--- config.mk ---
export PLATFORM = sky130hd
export DESIGN_NAME = bpsc_top
export DESIGN_NICKNAME = d
export VERILOG_FILES = /design/src/include/bpsc_pkg.sv /design/src/rtl/bpsc_top.sv
export SDC_FILE = /design/constraint.sdc
export NUM_CORES = 1
export LEC_CHECK = 0
export BUFFER_PORTS_ARGS = -buffer_cell sky130_fd_sc_hd__buf_2
export CORE_ASPECT_RATIO = 1.1
export CORE_MARGIN = 2
export CORE_UTILIZATION = 47
export CTS_CLUSTER_SIZE = 12
export DETAILED_ROUTE_END_ITERATION = 8
export GPL_TIMING_DRIVEN = 0
export PLACE_DENSITY_LB_ADDON = 0.3
export SYNTH_ARGS = -nofsm -noshare
export SYNTH_HDL_FRONTEND = slang
export SYNTH_SLANG_ARGS = --single-unit
--- constraint.sdc ---
create_clock -name clk -period 2.24 [get_ports clk]
set_input_delay 0.336 -clock clk [delete_from_list [all_inputs] [get_ports clk]]
set_output_delay 0.336 -clock clk [all_outputs]
set_load 0.05 [all_outputs]
--- src/include/bpsc_pkg.sv ---
// package for the bridge power state control block
package bpsc_pkg;
   localparam logic [7:0] ADDR_CTRL   = 8'h00;
   localparam logic [7:0] ADDR_STATUS = 8'h04;
   localparam logic [7:0] ADDR_SLOT   = 8'h08;
   localparam int CTRL_PSTATE_LSB = 0;
   localparam int CTRL_WAKE_EN    = 8;
   localparam int CTRL_INIT_DONE  = 9;
   localparam int CTRL_CLKRUN_OK  = 10;
   localparam int SLOT_VCC_LSB    = 0;
   localparam logic [1:0] PST_D0 = 2'h0;
   localparam logic [1:0] PST_D1 = 2'h1;
   localparam logic [1:0] PST_D2 = 2'h2;
   localparam logic [1:0] PST_D3 = 2'h3;
   localparam logic [2:0] SLOT_VCC_RST = 3'h0;
   localparam int WARM_RST_CYCLES = 16;
   typedef enum logic [2:0] {
      BPSC_D0_UNINIT = 3'b000,
      BPSC_D0_ACTIVE = 3'b001,
      BPSC_D1        = 3'b010,
      BPSC_D2        = 3'b011,
      BPSC_D3HOT     = 3'b100,
      BPSC_WARM_RST  = 3'b101
   } bpsc_state_t;
endpackage

--- src/rtl/bpsc_top.sv ---
// power state control for a pci bridge to a card socket, apb registers
// Operation
// - state changes only by software, reset forces uninit
// - only listed transitions are taken
// - slot supply off in uninit D0
// - host clock runs unless clock-run stops it
// - no interrupts in uninitialized D0
// - uninit D0 reports card detect and type
// - wake enabled: keep wake context, supply kept
// - config cycles answered in uninitialized D0
// - card clock runs in active D0; code stops it with the host clock under clock-run
// - card interrupts and socket change delivered
// - wake event signal available when enabled
// - active D0 supply changes only by software or on removal
// - pci interrupts delivered in active D0
// - full context readable in active D0
// - all cycles answered in active D0
// - D3hot to D0 does internal warm reset
//
// Implementation choices: the APB slave port and the register offsets.
`timescale 1ns/1ns
module bpsc_top
   import bpsc_pkg::*;
(
   input  wire logic        clk,
   input  wire logic        nrst,
   input  wire logic        psel,
   input  wire logic        penable,
   input  wire logic        pwrite,
   input  wire logic [7:0]  paddr,
   input  wire logic [31:0] pwdata,
   output logic      [31:0] prdata,
   output logic             pready,
   output logic             pslverr,
   input  wire logic        wake_from_aux,
   input  wire logic        card_present,
   input  wire logic [1:0]  card_type,
   input  wire logic        clkrun_stop,
   input  wire logic        card_irq,
   input  wire logic        socket_change_interrupt,
   input  wire logic        card_wake,
   output logic             host_clk_en,
   output logic             card_clk_en,
   output logic             irq_out,
   output logic             wake_event,
   output logic [2:0]       slot_vcc,
   output logic             cfg_only,
   output logic             full_decode,
   output logic             drivers_off
);
   typedef struct packed {
      bpsc_state_t st;
      logic        wake_en;
      logic        clkrun_ok;
      logic [2:0]  vcc;
      logic [4:0]  wcnt;
      logic [2:0]  pres_s;
      logic        card_q;
      logic [2:0]  aux_s;
      logic        aux_q;
      logic [31:0] rdata;
   } bpsc_regs_t;

   bpsc_regs_t r_q, r_d;
   logic        wr, rd, present, removed;
   logic [1:0]  pfield;
   logic [1:0]  req;
   logic        init_flag;

   assign wr = psel & penable & pwrite;
   assign rd = psel & ~penable & ~pwrite;
   // 2nd and 3rd stage agree before the card counts as present or gone
   assign present = (r_q.pres_s[1] == r_q.pres_s[2]) ? r_q.pres_s[2] : r_q.card_q;
   assign removed = r_q.card_q & ~present;
   assign req = pwdata[CTRL_PSTATE_LSB +: 2];
   assign init_flag = (r_q.st != BPSC_D0_UNINIT) && (r_q.st != BPSC_WARM_RST);

   always_comb begin
      case (r_q.st)
         BPSC_D0_UNINIT, BPSC_D0_ACTIVE, BPSC_WARM_RST: pfield = PST_D0;
         BPSC_D1:                                      pfield = PST_D1;
         BPSC_D2:                                      pfield = PST_D2;
         default:                                      pfield = PST_D3;
      endcase
   end

   always_comb begin
      r_d = r_q;
      r_d.pres_s = {r_q.pres_s[1:0], card_present};
      r_d.card_q = present;
      r_d.aux_s  = {r_q.aux_s[1:0], wake_from_aux};
      if (r_q.aux_s[1] == r_q.aux_s[2]) begin
         r_d.aux_q = r_q.aux_s[2];
      end
      if (r_q.st == BPSC_WARM_RST) begin
         r_d.wcnt = r_q.wcnt + 5'h1;
         if (r_q.wcnt == 5'(WARM_RST_CYCLES - 1)) begin
            r_d.st = BPSC_D0_UNINIT;
            // soft reset drops all context but the wake part
            r_d.clkrun_ok = 1'b0;
         end
      end else if (wr && paddr == ADDR_CTRL) begin
         r_d.wake_en   = pwdata[CTRL_WAKE_EN];
         r_d.clkrun_ok = pwdata[CTRL_CLKRUN_OK];
         // only software writes move the state
         case (r_q.st)
            BPSC_D0_UNINIT: begin
               if (req == PST_D0 && pwdata[CTRL_INIT_DONE]) begin
                  r_d.st = BPSC_D0_ACTIVE;
               end else if (req == PST_D3) begin
                  r_d.st = BPSC_D3HOT;
               end
            end
            BPSC_D0_ACTIVE: begin
               if (req == PST_D1) begin
                  r_d.st = BPSC_D1;
               end else if (req == PST_D2) begin
                  r_d.st = BPSC_D2;
               end else if (req == PST_D3) begin
                  r_d.st = BPSC_D3HOT;
               end
            end
            BPSC_D1: begin
               if (req == PST_D0) begin
                  r_d.st = BPSC_D0_ACTIVE;
               end else if (req == PST_D2) begin
                  r_d.st = BPSC_D2;
               end else if (req == PST_D3) begin
                  r_d.st = BPSC_D3HOT;
               end
            end
            BPSC_D2: begin
               if (req == PST_D0) begin
                  r_d.st = BPSC_D0_ACTIVE;
               end else if (req == PST_D3) begin
                  r_d.st = BPSC_D3HOT;
               end
            end
            BPSC_D3HOT: begin
               if (req == PST_D0) begin
                  r_d.st   = BPSC_WARM_RST;
                  r_d.wcnt = 5'h0;
               end
            end
            default: r_d.st = BPSC_D0_UNINIT;
         endcase
      end
      // supply moves only by software in active D0, off on removal
      if (wr && paddr == ADDR_SLOT && r_q.st == BPSC_D0_ACTIVE && present) begin
         r_d.vcc = pwdata[SLOT_VCC_LSB +: 3];
      end
      if (removed) begin
         r_d.vcc = SLOT_VCC_RST;
      end
      // uninit without wake: supply off
      // aux-held wake path keeps the applied supply; removal still drops it
      if (r_q.st == BPSC_D0_UNINIT && !r_q.wake_en && !r_q.aux_q) begin
         r_d.vcc = SLOT_VCC_RST;
      end
      // config space always readable in D0 states
      r_d.rdata = 32'h0000_0000;
      if (rd) begin
         case (paddr)
            ADDR_CTRL: begin
               r_d.rdata[CTRL_PSTATE_LSB +: 2] = pfield;
               r_d.rdata[CTRL_WAKE_EN]   = r_q.wake_en;
               r_d.rdata[CTRL_INIT_DONE] = init_flag;
               r_d.rdata[CTRL_CLKRUN_OK] = r_q.clkrun_ok;
            end
            ADDR_STATUS: r_d.rdata = {29'h0000_0000, card_type, present};
            ADDR_SLOT:   r_d.rdata = {29'h0000_0000, r_q.vcc};
            default:     r_d.rdata = 32'h0000_0000;
         endcase
      end
   end

   always_ff @(posedge clk or negedge nrst) begin
      if (!nrst) begin
         r_q.st        <= BPSC_D0_UNINIT;
         r_q.wake_en   <= 1'b0;
         r_q.clkrun_ok <= 1'b0;
         r_q.vcc       <= SLOT_VCC_RST;
         r_q.wcnt      <= 5'h0;
         r_q.pres_s    <= 3'h0;
         r_q.card_q    <= 1'b0;
         r_q.aux_s     <= 3'h0;
         r_q.aux_q     <= 1'b0;
         r_q.rdata     <= 32'h0000_0000;
      end else begin
         r_q <= r_d;
      end
   end

   assign pready  = 1'b1;
   assign pslverr = psel & penable & (paddr != ADDR_CTRL) & (paddr != ADDR_STATUS)
                    & (paddr != ADDR_SLOT);
   assign prdata  = r_q.rdata;
   assign slot_vcc = r_q.vcc;
   // without clock-run the host clock stays on, and the card clock stays on in active D0
   assign host_clk_en = ~(r_q.clkrun_ok & clkrun_stop);
   assign card_clk_en = (r_q.st == BPSC_D0_ACTIVE) ? ~(r_q.clkrun_ok & clkrun_stop) : 1'b0;
   // interrupts only in active D0
   assign irq_out = (r_q.st == BPSC_D0_ACTIVE) & (card_irq | socket_change_interrupt);
   assign wake_event = r_q.wake_en & card_wake & (r_q.st != BPSC_WARM_RST);
   assign cfg_only    = (r_q.st != BPSC_D0_ACTIVE) & (r_q.st != BPSC_WARM_RST);
   assign full_decode = (r_q.st == BPSC_D0_ACTIVE);
   assign drivers_off = (r_q.st == BPSC_WARM_RST);
endmodule

==> key figures, run 1 <==
GRT
  • First-pass GRT wire length: 5010 µm
  • Grt ovf: 0
  • Vias in the first global route: 1150
  • Pin count of the biggest net entering global routing: 28
  • Initial antenna violation count: 0
  • Total track usage: 16.3%

Synthesis
  • Asr flop ratio synth: 100%
  • Largest cells by area after synthesis: dfrtp_1 41%, buf_4 17%, a22o_1 3.2%, a21oi_1 2.7%, nor4_4 2.6%
  • Gate count after technology mapping: 164
  • Synthesized area per cell: 10.2 µm²
  • Register area share after synthesis: approximately two fifths
  • Top-area cell type share of the netlist area: between 40% and 50%
  • Top_reg_cell synth: dfrtp_1
  • List of most frequent post-synthesis cells: 38 x buf_4, 27 x dfrtp_1, 9 x a21oi_1
  • Post-Syn Area: 0.00167 mm²
  • Number of synthesized flops with an enable pin: 0
  • Yosys top cell by area: dfrtp_1
  • Synth Warn #: 0
  • Distinct cells, synth: 43
  • Post-synthesis register bit count: 27
  • Top-count cell post-synth: buf_4

Final layout
  • Area growth syn-to-layout: 24.4%
  • Total Nets Final: a little under 300
  • Multi-input logic area: roughly 760 µm²
  • Final Cell Area: 0.00207 mm²
  • Filler cell count: 303
  • Non-Filler Instances: 285
  • # diodes: 0
  • Final Util: 61.7%
  • FF/Latch Area: 676 µm²
  • Layout cells sized above 1: 40.9%

Timing
  • Least-Margin Pin Slew: 0.575 ns
  • Clock skew: 0.0209 ns
  • Endpoints failing setup: 0
  • Final Critical Period: 1.93 ns
  • Final hold slack: between 0.1 and 0.15 ns
  • Relative slew slack: 61.6%
  • Setup tns final: 0 ns
  • Fmax: 0.519 GHz
  • Unrepaired setup endpoints after global routing: no
  • Final Hold Viols: 0
  • Post-route clock period utilization: 86.1%
  • Final setup margin: 0.311 ns
  • Slew Viols, Final: 0

Die
  • Core area: 0.00336 mm²
  • Die footprint: 0.00404 mm²
  • Starting Density: about half
  • Die X: 60.8 µm
  • Io pins: just under 100
  • Row count: 22
  • Die Y: around 66 µm

Placed design
  • Pre-CTS setup slack: 0.417 ns
  • DP Area: 0.00204 mm²
  • Detailed Place HPWL: 2570 µm
  • Post-Place Cells: between 200 and 300
  • Placer congestion estimate: about 0.9
  • # port buffers: 43

Critical path
  • Reg2reg start: r_q[51]$_DFFE_PN0P_
  • Crit Path Class: flop to primary output
  • CP startpoint: r_q[50]$_DFFE_PN0P_
  • Crit path DAT: 1.59 ns
  • Critical path fanouts, max: 10
  • Crit path required time: ~1.9 ns
  • Crit. End Element: primary output
  • Worst setup SP type: flop

Clocking
  • Worst-skew pair later-pin latency: between 0.3 and 0.4 ns
  • CTS tree: done
  • Clk buf depth: 2
  • Post-CTS Resized: 0
  • Clock-pin slew on the worst setup and hold paths: about 0.15 ns
  • Clock Tree Root: clkbuf_4
  • Num CTS Buffers: 3
  • H-Tree Depth: 1
  • CTS sink cnt: 27

Worst hold path
  • Hold Path Class: input pin to flop
  • Min-delay src: card_present

Drt
  • TritonRoute pass-1 iters: 4
  • Drc violations: 0
  • Via count: 1299
  • Initial DRC Count: 60
  • Routed wire length: 3150 µm
  • Post-route ant nets: 0
  • Detailed-route wire length per cell: 11.0 µm
  • Via density: 4.56

Status
  • Outcome: finished clean

Power and ir drop
  • Pwr Total: 964 µW
  • Pwr dens: between 400 and 500 mW/mm²
  • Maximum vdd ir drop: about 0.00036 V
  • Leakage: about 1.1 nW

Flow run
  • MaxCap Viol Count: 0
[registers in the layout, summed over array words and instances (netlist names)]
signal    flops
r_q          14
r_d           4
prdata        6
slot_vcc      3
[timing repair]
item / 4_1_cts / 5_1_grt
setup buffers: 0 / 0
hold endpoints to repair: 15 / 0
setup endpoints to repair: 0 / 0
hold buffers: 1 / 0
[routing by layer]
| layer | vias up | global-route usage, % | part of all wire (%) |
|---|---|---|---|
| met3 | 2 | 3.50 | 5.7 |
| met1 | 603 | 19.9 | 42 |
| met4 | 0 | 3.26 | 0.51 |
| met2 | 42 | 29.2 | 52 |
| met5 | - | 0 | 0 |
| li1 | 652 | - | - |
[cells by family (layout without fill, tap and decap cells)]
kind of cell    Yosys count  after routing  share of synthesized area, %
buf+inv                  46             94                          19.4
xor+xnor                  1              1                         0.526
other cells               2             27                         0.451
compound gates           34             34                          13.8
flops                    27             27                          40.5
simple gates             46             46                          19.5
mux                       4              4                          3.00
fa+ha+maj                 4              4                          2.70
[where the power goes]
part           internal [mW]  switching, mW  total [mW]
Sequential             0.507         0.0127       0.520
Combinational         0.0781          0.163       0.241
Clock                 0.0668          0.136       0.203
[layout make-up]
cell class                      count  share of cell area (%)
Multi-Input combinational cell    116                    36.7
Sequential cell                    27                    32.6
Buffer                             40                    14.5
Timing Repair Buffer               44                    10.9
Tap cell                           48                    2.90
Clock buffer                        3                    1.09
Inverter                            6                    1.09
Clock inverter                      1                   0.241
[worst paths after layout]
path / endpoint / slack, ns / depth (start not counted)
worst max-delay path: card_clk_en / 0.31 / 5
max in group asynchronous: r_q[42]$_DFFE_PN0P_ / 1.32 / 2
worst min register to register: r_d[39]$_DFF_PN0_ / 0.34 / 0
worst max register to register: r_q[42]$_DFFE_PN0P_ / 0.61 / 5
min in group asynchronous: prdata[9]$_DFF_PN0_ / 0.51 / 2
worst min-delay path: r_d[38]$_DFF_PN0_ / 0.12 / 1
[cell usage in the layout (no fill, tap or decap), types with 3 or more instances in the layout]
| master | instances |
|---|---|
| nand2_1 | 7 |
| nor2_1 | 6 |
| o21bai_1 | 3 |
| and3_1 | 6 |
| nor2b_1 | 4 |
| dfrtp_1 | 27 |
| buf_4 | 38 |
| o21ai_0 | 5 |
| a22o_1 | 6 |
| clkbuf_4 | 3 |
| conb_1 | 27 |
| nand3_1 | 6 |
| a21oi_1 | 9 |
| buf_2 | 44 |
| inv_1 | 6 |
[worst max-delay path: stages (launching register included)]
cell	delay, ns
dfrtp_1	0.35
buf_4	0.15
nor2b_4	0.27
nand2_2	0.11
a21oi_1	0.11
buf_2	0.27
Power figures use the tool's default switching activity.
==> run 2: changes to the inputs <==
--- a/config.mk
+++ b/config.mk
@@ -5,6 +5,7 @@
 export SDC_FILE = /design/constraint.sdc
 export NUM_CORES = 1
 export LEC_CHECK = 0
+export ABC_AREA = 1
 export BUFFER_PORTS_ARGS = -buffer_cell sky130_fd_sc_hd__buf_2
 export CORE_ASPECT_RATIO = 1.1
 export CORE_MARGIN = 2
==> key figures, run 2 <==
Status
  • Outcome: finished clean

Final layout
  • Total Nets Final: around 340
  • Non-Filler Instances: 331
  • Filler cell count: 337
  • # diodes: 0
  • FF/Latch Area: 676 µm²
  • Area growth syn-to-layout: 23.8%
  • Most flop-heavy register: r_q
  • Most frequent cells in the layout: 43 x buf_2, 41 x nand2_1, 36 x buf_4, 27 x conb_1, 27 x dfrtp_1
  • Largest register FFs: 14
  • Layout cells sized above 1: 34.3%
  • Multi-input logic area: 713 µm²
  • Commonest non-fill, non-tap cell in the layout: buf_2

Drt
  • DR WL met3: 230 µm
  • Post-route ant nets: 0
  • Via density: about 4.2
  • Routed wire length: 2990 µm
  • Initial DRC Count: 39
  • TritonRoute pass-1 iters: 4
  • Detailed-route wire length per cell: 9.04 µm
  • Via count: about 1400
  • Routed met2 length: 1460 µm
  • Met1 WL: 1260 µm
  • DR top layer: met4
  • Drc violations: 0

Synthesis
  • Post-synthesis register bit count: 27
  • Top-count cell post-synth: nand2_1
  • Largest cells by area after synthesis: dfrtp_1 41%, buf_4 16%, nand2_1 9.3%, nor2_1 5.9%, inv_1 4.8%
  • Yosys top cell by area: dfrtp_1
  • Number of synthesized flops with an enable pin: 0
  • Synth Warn #: 0
  • Asr flop ratio synth: 100%
  • Distinct cells, synth: 28
  • Post-Syn Area: about 0.0017 mm²
  • Top_reg_cell synth: dfrtp_1
  • List of most frequent post-synthesis cells: 41 x nand2_1, 36 x buf_4, 27 x dfrtp_1
  • Top-area cell type share of the netlist area: 40.8%
  • Gate count after technology mapping: 211
  • Synthesized area per cell: between 7 and 8 µm²
  • Register area share after synthesis: 40.8%

Timing
  • Final hold slack: 0.00445 ns
  • Least-Margin Pin Slew: 0.595 ns
  • Slew Viols, Final: 0
  • Unrepaired setup endpoints after global routing: no
  • Clock skew: 0.00449 ns
  • Relative slew slack: between 60% and 70%
  • Setup tns final: 0 ns
  • Final Hold Viols: 0
  • Fmax: 0.530 GHz
  • Endpoints failing setup: 0
  • Final Critical Period: 1.89 ns
  • Post-route clock period utilization: 84.2%

Clocking
  • CTS sink cnt: 27
  • Worst-skew pair later-pin latency: 0.31 ns
  • Number of post-CTS setup repair buffers: 0
  • Post-CTS Resized: 0
  • Num CTS Buffers: 3
  • Clock Tree Root: clkbuf_4
  • Clock-pin slew on the worst setup and hold paths: 0.13 ns
  • H-Tree Depth: 1
  • Clk buf depth: 2
  • Hold-fix buffers, CTS: 0
  • CTS tree: done

Flow run
  • MaxCap Viol Count: 0

Power and ir drop
  • Switching Share: 31.0%
  • Leakage: 1.23 nW
  • Maximum vdd ir drop: 0.000299 V
  • Switching power: 281 µW
  • Seq pwr share: between 50% and 60%
  • Clock power share: a little over a fifth
  • Pwr Total: approximately 910 µW
  • Gate power share: 22.7%
  • Power Internal: 626 µW
  • Pwr dens: 442 mW/mm²

Die
  • Die Y: approximately 66 µm
  • Die X: between 60 and 70 µm
  • Starting Density: ~50%
  • Core area: between 0.003 and 0.004 mm²
  • Io pins: 97
  • Row count: 22
  • Die footprint: 0.00402 mm²

Critical path
  • Slowest stage delay, CP: about 0.48 ns
  • Crit-path slowest cell: dfrtp_1
  • Crit path DAT: 1.55 ns
  • Crit Path Class: flop to primary output
  • Critical path's top delay family: flip-flops
  • Worst setup SP type: flop
  • Worst reg2reg setup slack: 0.79 ns
  • Crit path cell chain: inv_2, nand3_2, a21oi_1, buf_2
  • Crit. End Element: primary output
  • Worst path buffer plus inverter count: 2
  • Critical path fanouts, max: 7
  • Crit path required time: 1.90 ns

GRT
  • Pin count of the biggest net entering global routing: 28
  • Total track usage: 15.8%
  • Vias in the first global route: between 1000 and 1500
  • Grt ovf: 0
  • Initial antenna violation count: 0
  • First-pass GRT wire length: 4830 µm

Placed design
  • Placer congestion estimate: 0.821
  • # port buffers: 43
  • Detailed Place HPWL: between 2000 and 2500 µm
  • Post-Place Cells: 327

Worst hold path
  • Hold Path Class: input pin to async pin
[run 2: changes by cell type after synthesis, moves of 6 or more]
cell | previous run | this run
a22o_1 | 6 | 0
inv_1 | 6 | 21
nand2_1 | 7 | 41
nand3_1 | 6 | 13
nor2_1 | 6 | 26
o21ai_1 | 0 | 6
[run 2: area by class of cell]
cell class | instances | area share (%)
multi-input combinational | 149 | 34.7
sequential | 27 | 32.9
buffer | 36 | 13.2
inverter | 24 | 4.51
clock buffer | 4 | 1.28
tap | 48 | 2.93
timing repair buffer | 43 | 10.5
[run 2: path summary, 6_finish.rpt]
kind / to / from / cells after the start
setup / recovery: card_clk_en / r_q[52]$_DFFE_PN0P_ / 4
hold / removal: r_d[34]$_DFF_PN0_ / nrst / 1
setup reg to reg: r_q[51]$_DFFE_PN0P_ / r_q[40]$_DFFE_PN0P_ / 9
hold reg to reg: r_d[35]$_DFF_PN0_ / r_d[34]$_DFF_PN0_ / 0
max in group asynchronous: prdata[0]$_DFF_PN0_ / nrst / 1
min in group clk: r_d[34]$_DFF_PN0_ / wake_from_aux / 1
[run 2: power by group through the flow]
stage                     registers, mW  logic [mW]  clock network, mW
after floorplan                   0.510       0.165                  0
after global placement            0.511       0.204                  0
after detailed placement          0.512       0.205                  0
after CTS                         0.503       0.205              0.208
after global routing              0.504       0.222              0.232
final                             0.502       0.206              0.199
[run 2: cell families (layout without fill, tap and decap cells)]
kind of cell	count (synthesis)	in the layout	synth area share, %
AOI/OAI and AO/OA	19	19	6.04
adders and majority gates	3	3	2.11
other	2	27	0.453
buffers and inverters	60	107	21.9
and+or+nand+nor	98	98	27.7
xor gates and xnor gates	2	2	1.06
DFF	27	27	40.8
[run 2: routing by layer]
layer	vias up	track usage [%]
met4	0	5.98
met5	-	0
li1	746	-
met3	4	2.35
met1	599	18.3
met2	52	28.5
[run 2: metrics by stage]
stage | cell area, µm² | utilization [%] | setup WS [ns]
after floorplan | 1750 | - | 0.414
after global placement | 2030 | 60.4 | 0.714
after detailed placement | 2030 | 60.4 | 0.708
after CTS | 2050 | 61.1 | 0.339
after global routing | 2050 | 61.1 | 0.258
final | 2050 | 61.1 | 0.354
